$ cat src/uct_pkg.sv
// shared constants, field positions and carrier types for the control-two block
package uct_pkg;

  // register map: the control-two register sits at word index 3
  localparam int          UCT_ADDR_W     = 5;
  localparam int          UCT_CTRL2_IDX  = 3;
  localparam logic [4:0]  UCT_A_CFG      = 5'h00;
  localparam logic [4:0]  UCT_A_CTRL2    = 5'(UCT_CTRL2_IDX * 4);
  localparam logic [4:0]  UCT_A_STS      = 5'h10;
  localparam logic [4:0]  UCT_A_MASK     = 5'h14;
  localparam logic [4:0]  UCT_A_STATE    = 5'h18;

  // control-two fields
  localparam int          UCT_B_XBE      = 7;
  localparam int          UCT_B_TDN      = 6;
  localparam int          UCT_B_RXF      = 5;
  localparam int          UCT_B_QUIET    = 4;
  localparam int          UCT_B_XON      = 3;
  localparam int          UCT_B_RON      = 2;
  localparam int          UCT_B_STBY     = 1;
  localparam int          UCT_B_BRK      = 0;
  localparam logic [7:0]  UCT_CTRL2_RST  = 8'h00;

  // link configuration fields
  localparam int          UCT_CFG_W      = 3;
  localparam int          UCT_C_WRAP     = 0;
  localparam int          UCT_C_SRC      = 1;
  localparam int          UCT_C_DIR      = 2;
  localparam logic [2:0]  UCT_CFG_RST    = 3'h0;

  // sticky event status, same layout as the mask
  localparam int          UCT_ST_W       = 4;
  localparam int          UCT_ST_TDONE   = 0;
  localparam int          UCT_ST_WAKE    = 1;
  localparam int          UCT_ST_BRK     = 2;
  localparam int          UCT_ST_IDLE    = 3;
  localparam logic [3:0]  UCT_ST_RST     = 4'h0;

  localparam logic [1:0]  UCT_RESP_OKAY  = 2'h0;
  localparam logic [1:0]  UCT_RESP_SLV   = 2'h2;

  // flags produced by the status logic, same clock
  typedef struct packed {
    logic xbe;
    logic rcv_full;
    logic quiet;
  } uct_flags_t;

  // handshake from the frame shifter, same clock
  typedef struct packed {
    logic busy;
    logic idle_ack;
    logic brk_ack;
  } uct_txh_t;

  // ownership of the transmit pin
  typedef enum logic [1:0] {
    UCT_TXP_OFF   = 2'b00,
    UCT_TXP_ON    = 2'b01,
    UCT_TXP_DRAIN = 2'b11
  } uct_txp_t;

endpackage

$ cat src/uct_top.sv
// control-two register block of the serial unit with its AXI4-Lite slave
//
// Local design decision: the AXI4-Lite interface to the registers.
`timescale 1ns/1ps
module uct_top #(
  parameter int ADDR_W = uct_pkg::UCT_ADDR_W
) (
  // clock and reset
  input  wire logic                aclk,
  input  wire logic                aresetn,
  // AXI4-Lite write address and data
  input  wire logic [ADDR_W-1:0]   s_axi_awaddr,
  input  wire logic                s_axi_awvalid,
  output logic                     s_axi_awready,
  input  wire logic [31:0]         s_axi_wdata,
  input  wire logic [3:0]          s_axi_wstrb,
  input  wire logic                s_axi_wvalid,
  output logic                     s_axi_wready,
  // AXI4-Lite write response
  output logic [1:0]               s_axi_bresp,
  output logic                     s_axi_bvalid,
  input  wire logic                s_axi_bready,
  // AXI4-Lite read
  input  wire logic [ADDR_W-1:0]   s_axi_araddr,
  input  wire logic                s_axi_arvalid,
  output logic                     s_axi_arready,
  output logic [31:0]              s_axi_rdata,
  output logic [1:0]               s_axi_rresp,
  output logic                     s_axi_rvalid,
  input  wire logic                s_axi_rready,
  // status logic and frame shifter
  input  wire uct_pkg::uct_flags_t flags,
  input  wire uct_pkg::uct_txh_t   txh,
  input  wire logic                wake,
  input  wire logic                tx_serial,
  // serial pins
  input  wire logic                txd_level,
  output logic                     txd_drv,
  output logic                     txd_oe,
  input  wire logic                rxd_level,
  // controls toward the rest of the unit
  output logic                     xmit_on,
  output logic                     rcv_on,
  output logic                     rcv_standby,
  output logic                     idle_req,
  output logic                     brk_req,
  output logic                     tx_done_flag,
  output logic                     rx_bit,
  output logic                     rxd_owned,
  output logic                     irq
);
  import uct_pkg::*;

  if (ADDR_W < UCT_ADDR_W) begin : g_chk
    $error("uct_top address width too small for the register map");
  end

  ////////////////////////////////////////////////////////////////////////////
  // state
  logic [7:0]           ctrl_q;
  logic [UCT_CFG_W-1:0] cfg_q;
  logic [UCT_ST_W-1:0]  sts_q;
  logic [UCT_ST_W-1:0]  mask_q;
  logic                 idle_req_q;
  logic                 brk_req_q;
  logic                 tx_done_q;
  logic                 irq_q;
  logic                 txd_drv_q;
  logic                 txd_oe_q;
  logic                 rx_bit_q;
  logic                 rxd_owned_q;
  uct_txp_t             txp_q;
  uct_txp_t             txp_d;

  // bus slave state
  logic                 awready_q;
  logic                 wready_q;
  logic                 aw_hold_q;
  logic                 w_hold_q;
  logic [ADDR_W-1:0]    awaddr_q;
  logic [31:0]          wdata_q;
  logic                 wstrb0_q;
  logic                 bvalid_q;
  logic [1:0]           bresp_q;
  logic                 arready_q;
  logic                 rvalid_q;
  logic [31:0]          rdata_q;
  logic [1:0]           rresp_q;

  ////////////////////////////////////////////////////////////////////////////
  // pin synchronisers
  logic [1:0] pin_lv;

  uct_sync #(
    .W   (2),
    .RST (2'h3)
  ) u_sync (
    .aclk    (aclk),
    .aresetn (aresetn),
    .pin     ({txd_level, rxd_level}),
    .level   (pin_lv)
  );

  wire txd_sync = pin_lv[1];
  wire rxd_sync = pin_lv[0];

  ////////////////////////////////////////////////////////////////////////////
  // write channel: address and data taken in either order
  wire aw_take = s_axi_awvalid & awready_q;
  wire w_take  = s_axi_wvalid & wready_q;
  wire wr_do   = aw_hold_q & w_hold_q & ~bvalid_q;
  wire b_done  = bvalid_q & s_axi_bready;

  wire [4:0] wa     = awaddr_q[4:0];
  wire       wa_hi  = (ADDR_W > UCT_ADDR_W) ? |(awaddr_q >> UCT_ADDR_W) : 1'b0;
  wire       w_cfg  = !wa_hi && wa == UCT_A_CFG;
  wire       w_ctl  = !wa_hi && wa == UCT_A_CTRL2;
  wire       w_sts  = !wa_hi && wa == UCT_A_STS;
  wire       w_msk  = !wa_hi && wa == UCT_A_MASK;
  wire       w_st   = !wa_hi && wa == UCT_A_STATE;
  wire       w_hit  = w_cfg | w_ctl | w_sts | w_msk | w_st;
  wire       wr_en  = wr_do & wstrb0_q;
  wire       wr_ctl = wr_en & w_ctl;

  always_ff @(posedge aclk) begin
    if (!aresetn) begin
      awready_q <= 1'b1;
      wready_q  <= 1'b1;
      aw_hold_q <= 1'b0;
      w_hold_q  <= 1'b0;
      awaddr_q  <= '0;
      wdata_q   <= 32'h0000_0000;
      wstrb0_q  <= 1'b0;
      bvalid_q  <= 1'b0;
      bresp_q   <= UCT_RESP_OKAY;
    end else begin
      if (aw_take) begin
        awaddr_q  <= s_axi_awaddr;
        aw_hold_q <= 1'b1;
        awready_q <= 1'b0;
      end
      if (w_take) begin
        wdata_q  <= s_axi_wdata;
        wstrb0_q <= s_axi_wstrb[0];
        w_hold_q <= 1'b1;
        wready_q <= 1'b0;
      end
      if (wr_do) begin
        aw_hold_q <= 1'b0;
        w_hold_q  <= 1'b0;
        bvalid_q  <= 1'b1;
        bresp_q   <= w_hit ? UCT_RESP_OKAY : UCT_RESP_SLV;
      end
      if (b_done) begin
        bvalid_q  <= 1'b0;
        awready_q <= 1'b1;
        wready_q  <= 1'b1;
      end
    end
  end

  ////////////////////////////////////////////////////////////////////////////
  // read channel: one cycle from address to data, no wait on block state
  wire ar_take = s_axi_arvalid & arready_q;
  wire r_done  = rvalid_q & s_axi_rready;

  wire [4:0] ra    = s_axi_araddr[4:0];
  wire       ra_hi = (ADDR_W > UCT_ADDR_W) ? |(s_axi_araddr >> UCT_ADDR_W) : 1'b0;
  wire       r_cfg = !ra_hi && ra == UCT_A_CFG;
  wire       r_ctl = !ra_hi && ra == UCT_A_CTRL2;
  wire       r_sts = !ra_hi && ra == UCT_A_STS;
  wire       r_msk = !ra_hi && ra == UCT_A_MASK;
  wire       r_st  = !ra_hi && ra == UCT_A_STATE;
  wire       r_hit = r_cfg | r_ctl | r_sts | r_msk | r_st;

  wire [7:0] state_rd = {3'h0, rxd_owned_q, txd_oe_q, brk_req_q, idle_req_q, tx_done_q};
  wire [31:0] rd_mux =
      r_cfg ? {29'h0, cfg_q}  :
      r_ctl ? {24'h0, ctrl_q} :
      r_sts ? {28'h0, sts_q}  :
      r_msk ? {28'h0, mask_q} :
      r_st  ? {24'h0, state_rd} : 32'h0000_0000;

  always_ff @(posedge aclk) begin
    if (!aresetn) begin
      arready_q <= 1'b1;
      rvalid_q  <= 1'b0;
      rdata_q   <= 32'h0000_0000;
      rresp_q   <= UCT_RESP_OKAY;
    end else if (ar_take) begin
      arready_q <= 1'b0;
      rvalid_q  <= 1'b1;
      rdata_q   <= rd_mux;
      rresp_q   <= r_hit ? UCT_RESP_OKAY : UCT_RESP_SLV;
    end else if (r_done) begin
      arready_q <= 1'b1;
      rvalid_q  <= 1'b0;
    end
  end

  ////////////////////////////////////////////////////////////////////////////
  // control-two and configuration
  wire       xon_now  = ctrl_q[UCT_B_XON];
  wire       tx_act   = txh.busy | idle_req_q | brk_req_q;
  wire       xon_rise = wr_ctl & wdata_q[UCT_B_XON] & ~xon_now;
  // a software set of standby beats a wakeup in the same cycle
  wire       stby_d   = wr_ctl ? wdata_q[UCT_B_STBY]
                               : ctrl_q[UCT_B_STBY] & ~wake;
  wire [7:0] ctrl_wv  = wr_ctl ? wdata_q[7:0] : ctrl_q;
  wire [7:0] ctrl_d   = {ctrl_wv[7:2], stby_d, ctrl_wv[0]};
  wire       single   = cfg_q[UCT_C_WRAP] & cfg_q[UCT_C_SRC];

  always_ff @(posedge aclk) begin
    if (!aresetn) begin
      ctrl_q <= UCT_CTRL2_RST;
      cfg_q  <= UCT_CFG_RST;
      mask_q <= UCT_ST_RST;
    end else begin
      ctrl_q <= ctrl_d;
      if (wr_en && w_cfg) begin
        cfg_q <= wdata_q[UCT_CFG_W-1:0];
      end
      if (wr_en && w_msk) begin
        mask_q <= wdata_q[UCT_ST_W-1:0];
      end
    end
  end

  ////////////////////////////////////////////////////////////////////////////
  // idle and break queueing, transmit-done flag
  // a pending break stays until the shifter takes it, even if software lets go
  wire idle_d  = (xon_rise & tx_act) | (idle_req_q & ~txh.idle_ack);
  wire brk_d   = ctrl_q[UCT_B_BRK] | (brk_req_q & ~txh.brk_ack);
  wire tdone_d = flags.xbe & ~tx_act;

  always_ff @(posedge aclk) begin
    if (!aresetn) begin
      idle_req_q <= 1'b0;
      brk_req_q  <= 1'b0;
      tx_done_q  <= 1'b1;
    end else begin
      idle_req_q <= idle_d;
      brk_req_q  <= brk_d;
      tx_done_q  <= tdone_d;
    end
  end

  ////////////////////////////////////////////////////////////////////////////
  // transmit pin ownership
  always_comb begin
    txp_d = txp_q;
    case (txp_q)
      UCT_TXP_OFF: begin
        if (xon_now) begin
          txp_d = UCT_TXP_ON;
        end
      end
      UCT_TXP_ON: begin
        if (!xon_now) begin
          txp_d = tx_act ? UCT_TXP_DRAIN : UCT_TXP_OFF;
        end
      end
      UCT_TXP_DRAIN: begin
        if (xon_now) begin
          txp_d = UCT_TXP_ON;
        end else if (!tx_act) begin
          txp_d = UCT_TXP_OFF;
        end
      end
      default: begin
        txp_d = UCT_TXP_OFF;
      end
    endcase
  end

  // in single-wire mode the direction bit turns the shared pin around
  wire pin_own = txp_d != UCT_TXP_OFF;
  wire oe_d    = pin_own & (~single | cfg_q[UCT_C_DIR]);

  ////////////////////////////////////////////////////////////////////////////
  // receive path
  wire loop_src = cfg_q[UCT_C_SRC] ? txd_sync : tx_serial;
  wire rx_src   = cfg_q[UCT_C_WRAP] ? loop_src : rxd_sync;
  wire rx_d     = ctrl_q[UCT_B_RON] ? rx_src : 1'b1;
  wire rown_d   = ctrl_q[UCT_B_RON] & ~cfg_q[UCT_C_WRAP];

  always_ff @(posedge aclk) begin
    if (!aresetn) begin
      txp_q       <= UCT_TXP_OFF;
      txd_oe_q    <= 1'b0;
      txd_drv_q   <= 1'b1;
      rx_bit_q    <= 1'b1;
      rxd_owned_q <= 1'b0;
    end else begin
      txp_q       <= txp_d;
      txd_oe_q    <= oe_d;
      txd_drv_q   <= tx_serial;
      rx_bit_q    <= rx_d;
      rxd_owned_q <= rown_d;
    end
  end

  ////////////////////////////////////////////////////////////////////////////
  // interrupts: flag enables plus sticky events under the mask
  logic tdone_prev_q;
  wire irq_xbe   = ctrl_q[UCT_B_XBE] & flags.xbe;
  wire irq_tdn   = ctrl_q[UCT_B_TDN] & tx_done_q;
  wire irq_rxf   = ctrl_q[UCT_B_RXF] & flags.rcv_full;
  wire irq_quiet = ctrl_q[UCT_B_QUIET] & flags.quiet;
  wire irq_flag  = irq_xbe | irq_tdn | irq_rxf | irq_quiet;

  wire [UCT_ST_W-1:0] ev;
  assign ev[UCT_ST_TDONE] = tx_done_q & ~tdone_prev_q;
  assign ev[UCT_ST_WAKE]  = ctrl_q[UCT_B_STBY] & wake;
  assign ev[UCT_ST_BRK]   = brk_req_q & txh.brk_ack;
  assign ev[UCT_ST_IDLE]  = idle_req_q & txh.idle_ack;

  // write-one-to-clear; an event in the clearing cycle survives
  wire [UCT_ST_W-1:0] st_clr = (wr_en && w_sts) ? wdata_q[UCT_ST_W-1:0] : UCT_ST_RST;
  wire [UCT_ST_W-1:0] sts_d  = (sts_q & ~st_clr) | ev;

  always_ff @(posedge aclk) begin
    if (!aresetn) begin
      sts_q        <= UCT_ST_RST;
      tdone_prev_q <= 1'b1;
      irq_q        <= 1'b0;
    end else begin
      sts_q        <= sts_d;
      tdone_prev_q <= tx_done_q;
      irq_q        <= irq_flag | |(sts_q & mask_q);
    end
  end

  ////////////////////////////////////////////////////////////////////////////
  // outputs
  assign s_axi_awready = awready_q;
  assign s_axi_wready  = wready_q;
  assign s_axi_bvalid  = bvalid_q;
  assign s_axi_bresp   = bresp_q;
  assign s_axi_arready = arready_q;
  assign s_axi_rvalid  = rvalid_q;
  assign s_axi_rdata   = rdata_q;
  assign s_axi_rresp   = rresp_q;
  assign xmit_on       = ctrl_q[UCT_B_XON];
  assign rcv_on        = ctrl_q[UCT_B_RON];
  assign rcv_standby   = ctrl_q[UCT_B_STBY];
  assign idle_req      = idle_req_q;
  assign brk_req       = brk_req_q;
  assign tx_done_flag  = tx_done_q;
  assign txd_drv       = txd_drv_q;
  assign txd_oe        = txd_oe_q;
  assign rx_bit        = rx_bit_q;
  assign rxd_owned     = rxd_owned_q;
  assign irq           = irq_q;
endmodule

$ cat src/uct_sync.sv
// three-stage pin synchroniser with agreement filter
`timescale 1ns/1ps
module uct_sync #(
  parameter int         W   = 2,
  parameter logic [1:0] RST = 2'h3
) (
  // clock and reset
  input  wire logic         aclk,
  input  wire logic         aresetn,
  // pins and filtered levels
  input  wire logic [W-1:0] pin,
  output logic      [W-1:0] level
);

  if (W < 1 || W > 2) begin : g_chk
    $error("uct_sync width must be 1 or 2");
  end

  for (genvar i = 0; i < W; i++) begin : g_bit
    logic s1_q;
    logic s2_q;
    logic s3_q;
    logic lv_q;
    // the first stage feeds only the second, so no gate sees a metastable level
    always_ff @(posedge aclk) begin
      if (!aresetn) begin
        s1_q <= RST[i];
        s2_q <= RST[i];
        s3_q <= RST[i];
        lv_q <= RST[i];
      end else begin
        s1_q <= pin[i];
        s2_q <= s1_q;
        s3_q <= s2_q;
        if (s2_q == s3_q) begin
          lv_q <= s3_q;
        end
      end
    end
    assign level[i] = lv_q;
  end

endmodule

$ cat config.mk
export PLATFORM = sky130hd
export DESIGN_NAME = uct_top
export DESIGN_NICKNAME = d
export VERILOG_FILES = /design/src/uct_pkg.sv /design/src/uct_top.sv /design/src/uct_sync.sv
export SDC_FILE = /design/constraint.sdc
export NUM_CORES = 1
export LEC_CHECK = 0
export BUFFER_PORTS_ARGS = -buffer_cell sky130_fd_sc_hd__buf_2
export CAP_MARGIN = 10
export CORE_MARGIN = 5
export CORE_UTILIZATION = 35
export DETAILED_ROUTE_END_ITERATION = 12
export RECOVER_POWER = 25
export SLEW_MARGIN = 25
export SYNTH_ARGS = -nofsm -noshare
export SYNTH_HDL_FRONTEND = slang
export SYNTH_HIERARCHICAL = 1
export SYNTH_SLANG_ARGS = --single-unit
$ cat constraint.sdc
create_clock -name aclk -period 2.08 [get_ports aclk]
set_input_delay 0.416 -clock aclk [delete_from_list [all_inputs] [get_ports aclk]]
set_output_delay 0.416 -clock aclk [all_outputs]
set_load 0.05 [all_outputs]
Yosys cells after proc, flatten, opt, wreduce, memory -nomap -nowiden

Cells that the tools add are included.

Register bits after elaboration: 95
Output and inout port bits: 52
Word-level logic and storage cells: 139
Input port bits: 63

Reduce and logical (&&, ||, !) cells: 12
Mux-type cells: 21
Eq/ne operators: 12
Bitwise logic cells: 58

Operator list:

| cell                 | number |
|---|---|
| $eq A5 B5 Y1 const B | 6 |
| $and A1 B1 Y1        | 27 |
| $or A1 B1 Y1         | 17 |
| $mux W8              | 2 |
| $mux W5              | 3 |
| $mux W2              | 7 |
| $eq A5 B4 Y1 const B | 2 |
| $logic_not A5 Y1     | 2 |
| $not A1 Y1           | 10 |
| $and A4 B4 Y4        | 2 |
| $mux W1              | 7 |
| $pmux W2 S3          | 1 |
| $mux W4              | 1 |
| $not A4 Y4           | 1 |
| $or A4 B4 Y4         | 1 |
| $reduce_bool A2 Y1   | 2 |
| $reduce_or A2 Y1     | 2 |
| $reduce_or A4 Y1     | 1 |
| $logic_and A1 B1 Y1  | 3 |
| $eq A1 B1 Y1         | 2 |
| $eq A2 B1 Y1 const B | 1 |
| $eq A2 B2 Y1 const B | 1 |
| $logic_not A2 Y1     | 1 |
| $reduce_and A2 Y1    | 1 |

Longest topological paths before layout

Gate-level depths: netlist of the first run.

Depth in word-level cells: 8
Depth in mapped cells: 5

Modules after synthesis

Netlist of the first run, hierarchy kept.

Modules (own cells, without submodules):

| module   | cells each | area an instance (µm²) | times used | seq. area each (µm²) |
|---|---|---|---|---|
| uct_top  | 319        | 2678.8                 | 1          | 1221.2 |
| uct_sync | 22         | 240.2                  | 1          | 160.2 |

Worst setup path before layout of the first run

OpenSTA, ideal clock, no wires.

Path type: reg2reg
Start point: register bvalid_q (netlist: s_axi_bvalid)
End point: register idle_req_q (netlist: idle_req)
Required time: 2.010 ns
Data arrival time: 2.030 ns
Period minus slack after synthesis: 2.101 ns
Path slack: -0.021 ns
Cell stages (with the launch flop): 6
Library setup time: 0.070 ns
Path buffers: 1
Cell sequence: dfxtp_1 > nand3b_4 > or4_1 > buf_6 > or4b_1 > a21oi_1

Longest elaborated chain between the ends: 8

RTL lines:

| item                       | line           | text |
|---|---|---|
| start: declaration         | uct_top.sv:83  | `logic bvalid_q;` |
| start signal: assignment   | uct_top.sv:134 | `bvalid_q <= 1'b0;` |
| start signal: assignment   | uct_top.sv:151 | `bvalid_q <= 1'b1;` |
| start signal: assignment   | uct_top.sv:155 | `bvalid_q <= 1'b0;` |
| $not A1 Y1                 | uct_top.sv:111 | `wire wr_do = aw_hold_q & w_hold_q & ~bvalid_q;` |
| $and A1 B1 Y1              | uct_top.sv:111 |  |
| $and A1 B1 Y1              | uct_top.sv:122 | `wire wr_en = wr_do & wstrb0_q;` |
| $and A1 B1 Y1              | uct_top.sv:123 | `wire wr_ctl = wr_en & w_ctl;` |
| $and A1 B1 Y1 (2 in a row) | uct_top.sv:205 | `wire xon_rise = wr_ctl & wdata_q[UCT_B_XON] & ~xon_now;` |
| $and A1 B1 Y1              | uct_top.sv:232 | `wire idle_d = (xon_rise & tx_act) \| (idle_req_q & ~txh.idle_ack);` |
| $or A1 B1 Y1               | uct_top.sv:232 |  |
| end signal: assignment     | uct_top.sv:242 | `idle_req_q <= idle_d;` |
| end: declaration           | uct_top.sv:64  | `logic idle_req_q;` |

No other way between the ends.
A chain may end at the register's enable or synchronous reset.

Final worst setup path of the first run

Start point: register awaddr_q[0]
End point: register idle_req_q (netlist: idle_req)

Longest elaborated chain between the ends: 6

RTL lines:

| item                       | line           | text |
|---|---|---|
| start: declaration         | uct_top.sv:80  | `logic [ADDR_W-1:0] awaddr_q;` |
| start signal: assignment   | uct_top.sv:138 | `awaddr_q <= s_axi_awaddr;` |
| $eq A5 B4 Y1               | uct_top.sv:117 | `wire w_ctl = !wa_hi && wa == UCT_A_CTRL2;` |
| $and A1 B1 Y1              | uct_top.sv:123 |  |
| $and A1 B1 Y1 (2 in a row) | uct_top.sv:205 |  |
| $and A1 B1 Y1              | uct_top.sv:232 |  |
| $or A1 B1 Y1               | uct_top.sv:232 |  |

No other way between the ends.

==> impl_results.md, run 1 <==
* Status: complete, no violations
* Sequential Power Share at 0.467
* Slew headroom at 0.405
* First drt pass iteration count at 4
* Worst hold slack at 249 ps
* # Max-Cap Violations at 0
* Hold Crit Depth at 2
* Largest net degree at the start of global routing at 37
* Yosys reg bits at 69
* Clk slew on worst S/H paths at 70 ps
* Post-synthesis cell count at 341
* Clock latency on the worst-skew pair at 350 ps
* Antenna cells at 0
* Tot Pwr at 2.99 mW
* Tightest Hold Check Type: in -> reg
* Fin. max-slew vios at 0
* Post-synthesis sequential area ratio at 0.473
* Post-synth EDFFs at 0
* Setup CP Type: reg -> reg
* Finished layout cell area at 3440 µm²
* Setup Fix Bufs, Post-CTS at 0
* Die Wd at 101 µm
* Psw at 0.810 mW
* Sw Share at 0.271
* Int Pwr at 2.18 mW
* HP Start: txd_level
* CTS Sinks at 69
* Initial DRC count at 87
* Fillers at 841
* Clock Path Buffers at 2
* Worst Max-Slew Pin Slew at 892 ps
* DR WL/cell at 13.5 µm
* Post-route ant nets at 0
* Total GRT Usage at 0.139
* I/O pin total at 115
* Critical path origin: awaddr_q[0]
* Period utilisation layout at 0.914
* CTS Hold Bufs at 0
* Cell Area, Placed at 3230 µm²
* Cts bufs inserted at 9
* Starting Density at 0.357
* Synthesized area at 2920 µm²
* RR Startpoint: awaddr_q[0]
* Power per cell area at 869 nW/µm²
* Vias per cell at 4.74
* Fin worst setup slack at 180 ps
* RD Place Congestion at 0.841
* Lkg Pwr at 1.50 nW
* Distinct cells, synth at 38
* Logic pwr share at 0.114
* First-pass GRT wire length at 11.2 mm
* Total Wirelength at 6.89 mm
* Top FF cell, synth: dfxtp_1
* Via Count at 2423
* Gr ovfl total at 0
* Critical path launch point type: flop
* Minimum clock period at 1900 ps
* Post-synth ARST share at 0
* Final Hold Vio Count at 0
* FMAX at 526 MHz
* DR DRC count at 0
* R2R depth at 4
* Initial antenna violation count at 0
* Clock Power Share at 0.419
* Required time worst endpoint at 2350 ps
* Root Buffer: clkbuf_8
* Detailed placement HPWL at 4.95 mm
* Setup TNS at 0 ps
* CP Data Arrival Time at 2170 ps
* PortBufs at 61
* Setup violations, final at 0
* Pre-CTS setup slack at 216 ps
* Die area at 10300 µm²
* CTS tree: built
* Layout area overhead at 18.0%
* Die height at 101 µm
* Crit path max fanout at 4
* RSZ-0062 raised after global routing: false
* # rows at 33
* Worst Clk Skew at 11.2 ps
* Post-cts resize count at 0
* CP Capture Type: flop
* Final #Nets at 464
* Htree depth at 3
* Layout cells sized above 1 at 0.217
* Worst VDD drop at 0.000443 V
* YS warnings at 6
* CORE AREA at 8180 µm²
* Vias in the first global route at 2284
* Syn_area_per_cell at 8.56 µm²
worst max-delay path, cell delays in order, from the launching register on:
cell	delay, ps
dfxtp_1	330
or3b_1	370
or4_1	470
or4b_1	520
a21oi_1	140
flip-flops by register name, summed over array words and instances, names as in the netlist, 2 cells and up:
signal / flops
cfg_q: 3
s_axi_rdata: 8
sts_q: 4
u_sync/g_bit.s3_q: 2
u_sync/g_bit.lv_q: 2
ctrl_q: 8
u_sync/g_bit.s1_q: 2
wdata_q: 8
u_sync/g_bit.s2_q: 2
txp_q: 2
mask_q: 4
awaddr_q: 5
cell type report:
type | count | area, µm² | area share
flip-flops and latches | 69 | 1380 | 0.401
well taps | 105 | 131 | 0.0381
clock inverters | 5 | 82.6 | 0.0240
repair buffers | 65 | 332 | 0.0963
multi-input cells | 248 | 1340 | 0.388
clock buffers | 11 | 151 | 0.0440
inverters | 8 | 30.0 | 0.00872
Yosys cell counts (all sizes together) (5+ instances only):
cell	instances	share of area
inv	7	0.0090
o21ai	18	0.031
mux2i	17	0.058
a31oi	6	0.013
a22oi	7	0.018
nand2b	12	0.026
clkbuf	12	0.015
a21oi	35	0.060
buf	29	0.076
nor3	5	0.0086
dfxtp	69	0.47
nor2	19	0.024
nand2	57	0.073
nand3	14	0.024
metal layers:
layer / track usage / part of all wire / vias to the layer above
met5: 0 / 0 / -
met4: 0.0583 / 0.015 / 0
met3: 0.0399 / 0.064 / 9
met2: 0.220 / 0.46 / 80
met1: 0.179 / 0.46 / 1091
li1: - / - / 1243
final timing paths:
path	to	slack (ps)
hold reg to reg	u_sync/g_bit[1].s2_q	400
setup / recovery	idle_req	180
setup reg to reg	idle_req	180
hold / removal	u_sync/g_bit[1].s1_q	250
logic make-up (layout without fill, tap and decap cells):
kind of cell,count (synthesis),count (layout),share of synthesized area
AOI/OAI and AO/OA,81,81,0.163
buffers and inverters,49,89,0.102
DFF,69,69,0.473
other,1,26,0.00128
and+or+nand+nor,122,122,0.197
xor gates and xnor gates,2,2,0.00600
muxes,17,17,0.0583
power by group through the flow:
stage	sequential [mW]	clock, mW	combinational, mW
detailed placement	1.43	0	0.345
global placement	1.43	0	0.342
global route	1.40	1.33	0.372
finish	1.40	1.25	0.342
floorplan	1.46	0	0.257
CTS	1.40	1.28	0.347
stage by stage:
stage               std cells   util
finish                    511  0.421
global route              511  0.421
CTS                       511  0.423
detailed placement        495  0.395
global placement          495  0.395
floorplan                 366      -
cells in the final DEF, fill, tap and decap left out, types with 2 or more instances in the layout:
| cell type | synthesis | routed |
|---|---|---|
| a22oi_1 | 7 | 7 |
| nor2_1 | 19 | 19 |
| o22ai_1 | 4 | 4 |
| clkinvlp_4 | 0 | 3 |
| conb_1 | 1 | 26 |
| and2_1 | 2 | 2 |
| buf_4 | 28 | 2 |
| nor2b_1 | 4 | 4 |
| a21oi_1 | 35 | 35 |
| bufinv_16 | 0 | 2 |
| clkbuf_8 | 0 | 11 |
| o21ai_0 | 16 | 18 |
| dfxtp_1 | 69 | 68 |
| o2bb2ai_1 | 3 | 3 |
| nand2b_1 | 12 | 12 |
| nand3_1 | 14 | 14 |
| nor3_1 | 5 | 5 |
| nand2_1 | 57 | 57 |
| inv_1 | 7 | 7 |
| mux2i_1 | 17 | 17 |
| a31oi_1 | 6 | 6 |
| a31o_2 | 4 | 4 |
| buf_2 | 0 | 60 |
(Power assumes the default switching activity.)
==> inputs of run 2 (changes only) <==
==> constraint.sdc (replaced) <==
create_clock -name aclk -period 2.08 [get_ports aclk]
set_input_delay 0.52 -clock aclk [delete_from_list [all_inputs] [get_ports aclk]]
set_output_delay 0.52 -clock aclk [all_outputs]
set_load 0.05 [all_outputs]
==> run 2 against run 1 <==
Effect of this change:
- first-iteration DRC count increased by 10%
- cell count increased by 0.39%
- worst hold slack improved by 100 ps
- maximum frequency fell by 0.39%
- via count decreased by 0.74%
- combinational power about the same
- count of clock-buffer cells in the layout increased by 1
- non-clock buffer count is 2 higher
- sequential share of layout area rose by 0.40 points
- utilization is 0.41 points lower
- critical path type unchanged
- largest power group unchanged
==> impl_results.md, run 2 (same netlist as run 1, synthesis figures left out) <==
* Sw Share at 0.279
* PortBufs at 61
* Largest delay contributor family on the critical path: simple AND/OR/NAND/NOR gates
* Crit path buffers/inverters at 0
* Crit path max fanout at 3
* Detailed placement HPWL at 5.01 mm
* HP Start: rxd_level
* Setup violations, final at 0
* Final #Nets at 466
* Vias in the first global route at 2295
* Slowest stage cell, crit path: or4b_1
* Clock Power Share at 0.381
* Clock latency on the worst-skew pair at 350 ps
* Layout cells sized above 1 at 0.211
* R2R depth at 4
* RD Place Congestion at 0.821
* Minimum clock period at 1910 ps
* Critical path origin: wstrb0_q
* First-pass GRT wire length at 11.0 mm
* Cts bufs inserted at 9
* Required time worst endpoint at 2340 ps
* Reg2Reg Setup Slack at 170 ps
* CP cell instances: or3b_1 -> or4_1 -> or4b_1 -> a21oi_1
* Gr ovfl total at 0
* Tightest Hold Check Type: in -> reg
* Lkg Pwr at 1.50 nW
* Die height at 101 µm
* Root Buffer: clkbuf_8
* # Max-Cap Violations at 0
* Psw at 0.785 mW
* Setup TNS at 0 ps
* Largest net degree at the start of global routing at 37
* Setup CP Type: reg -> reg
* FMAX at 524 MHz
* I/O pin total at 115
* CTS Sinks at 69
* Worst Clk Skew at 9.85 ps
* Htree depth at 3
* Layout area overhead at 16.8%
* DR WL/cell at 13.2 µm
* Setup Fix Bufs, Post-CTS at 0
* Antenna cells at 0
* Worst Max-Slew Pin Slew at 829 ps
* Crit-path max cell delay at 520 ps
* Int Pwr at 2.03 mW
* Total GRT Usage at 0.137
* Fin. max-slew vios at 0
* Commonest cells after routing, fill and taps aside: 68 x dfxtp_1, 60 x buf_2, 57 x nand2_1
* Power per cell area at 824 nW/µm²
* Critical path launch point type: flop
* CP Capture Type: flop
* CORE AREA at 8180 µm²
* Starting Density at 0.357
* First drt pass iteration count at 4
* Clock Path Buffers at 2
* Die area at 10300 µm²
* Sequential Power Share at 0.497
* Worst VDD drop at 0.000386 V
* Status: complete, no violations
* DR DRC count at 0
* # rows at 33
* Total Wirelength at 6.76 mm
* Cell count along the critical path at 4
* Tot Pwr at 2.81 mW
* Fillers at 855
* Initial DRC count at 96
* Placed Cells at 497
* Clk slew on worst S/H paths at 70 ps
* Logic pwr share at 0.122
* CP Data Arrival Time at 2170 ps
* Slew headroom at 0.447
* Period utilisation layout at 0.917
* Util after Layout at 0.417
* Initial antenna violation count at 0
* Most common cell after layout, fill and taps aside: dfxtp_1
* Final Hold Vio Count at 0
* Final Non-Filler Cells at 513
* Reg2reg end: idle_req
* RSZ-0062 raised after global routing: false
* RR Startpoint: wstrb0_q
* Post-cts resize count at 0
* Via Count at 2405
* Post-route ant nets at 0
* CTS Hold Bufs at 0
* CTS tree: built
* Die Wd at 101 µm
* Vias per cell at 4.69
* Setup crit end: idle_req
[run 2: changes by cell type in the layout (fill, tap and decap cells not counted), sizes merged]
| cell | previous run | this run |
|---|---|---|
| buf | 62 | 63 |
| bufinv | 2 | 1 |
| clkbuf | 14 | 16 |
| clkinv | 1 | 3 |
| clkinvlp | 3 | 1 |
[run 2: metrics by stage]
stage | hold WS, ps | cell area (µm²) | worst slack [ps]
CTS | 342 | 3430 | 189
detailed placement | 394 | 3240 | 217
global placement | 393 | 3240 | 226
floorplan | 386 | 3010 | 104
finish | 353 | 3410 | 172
global route | 346 | 3410 | 93.1
[run 2: area by class of cell]
type                    count  area, µm²  area share
clock buffers              12        145      0.0426
clock inverters             4       47.5      0.0139
inverters                   8       30.0     0.00880
multi-input cells         248       1340       0.391
flip-flops and latches     69       1380       0.405
well taps                 105        131      0.0385
repair buffers             67        339      0.0994
[run 2: per-layer routing]
layer,share of wire,global-route usage
met1,0.46,0.176
met5,0,0
met3,0.067,0.0393
met4,0.015,0.0521
met2,0.46,0.217
[run 2: worst reg2reg max path: stages (launching register included)]
cell and delay (ps):
dfxtp_1 350, or3b_1 340, or4_1 460, or4b_1 520, a21oi_1 150
[run 2: worst min-delay path by stage]
stage                                end  slack (ps)  cells after the start
CTS                 u_sync/g_bit[0].s1_q         340                      2
global route        u_sync/g_bit[1].s1_q         350                      2
finish              u_sync/g_bit[0].s1_q         350                      2
global placement    u_sync/g_bit[1].s2_q         390                      1
detailed placement  u_sync/g_bit[1].s2_q         390                      1
floorplan           u_sync/g_bit[0].s2_q         390                      1
[run 2: power groups by stage]
stage               Clock (mW)  Sequential [mW]  Combinational (mW)
CTS                       1.10             1.40               0.350
global placement             0             1.43               0.347
detailed placement           0             1.43               0.349
global route              1.15             1.40               0.375
finish                    1.07             1.40               0.344
floorplan                    0             1.46               0.257
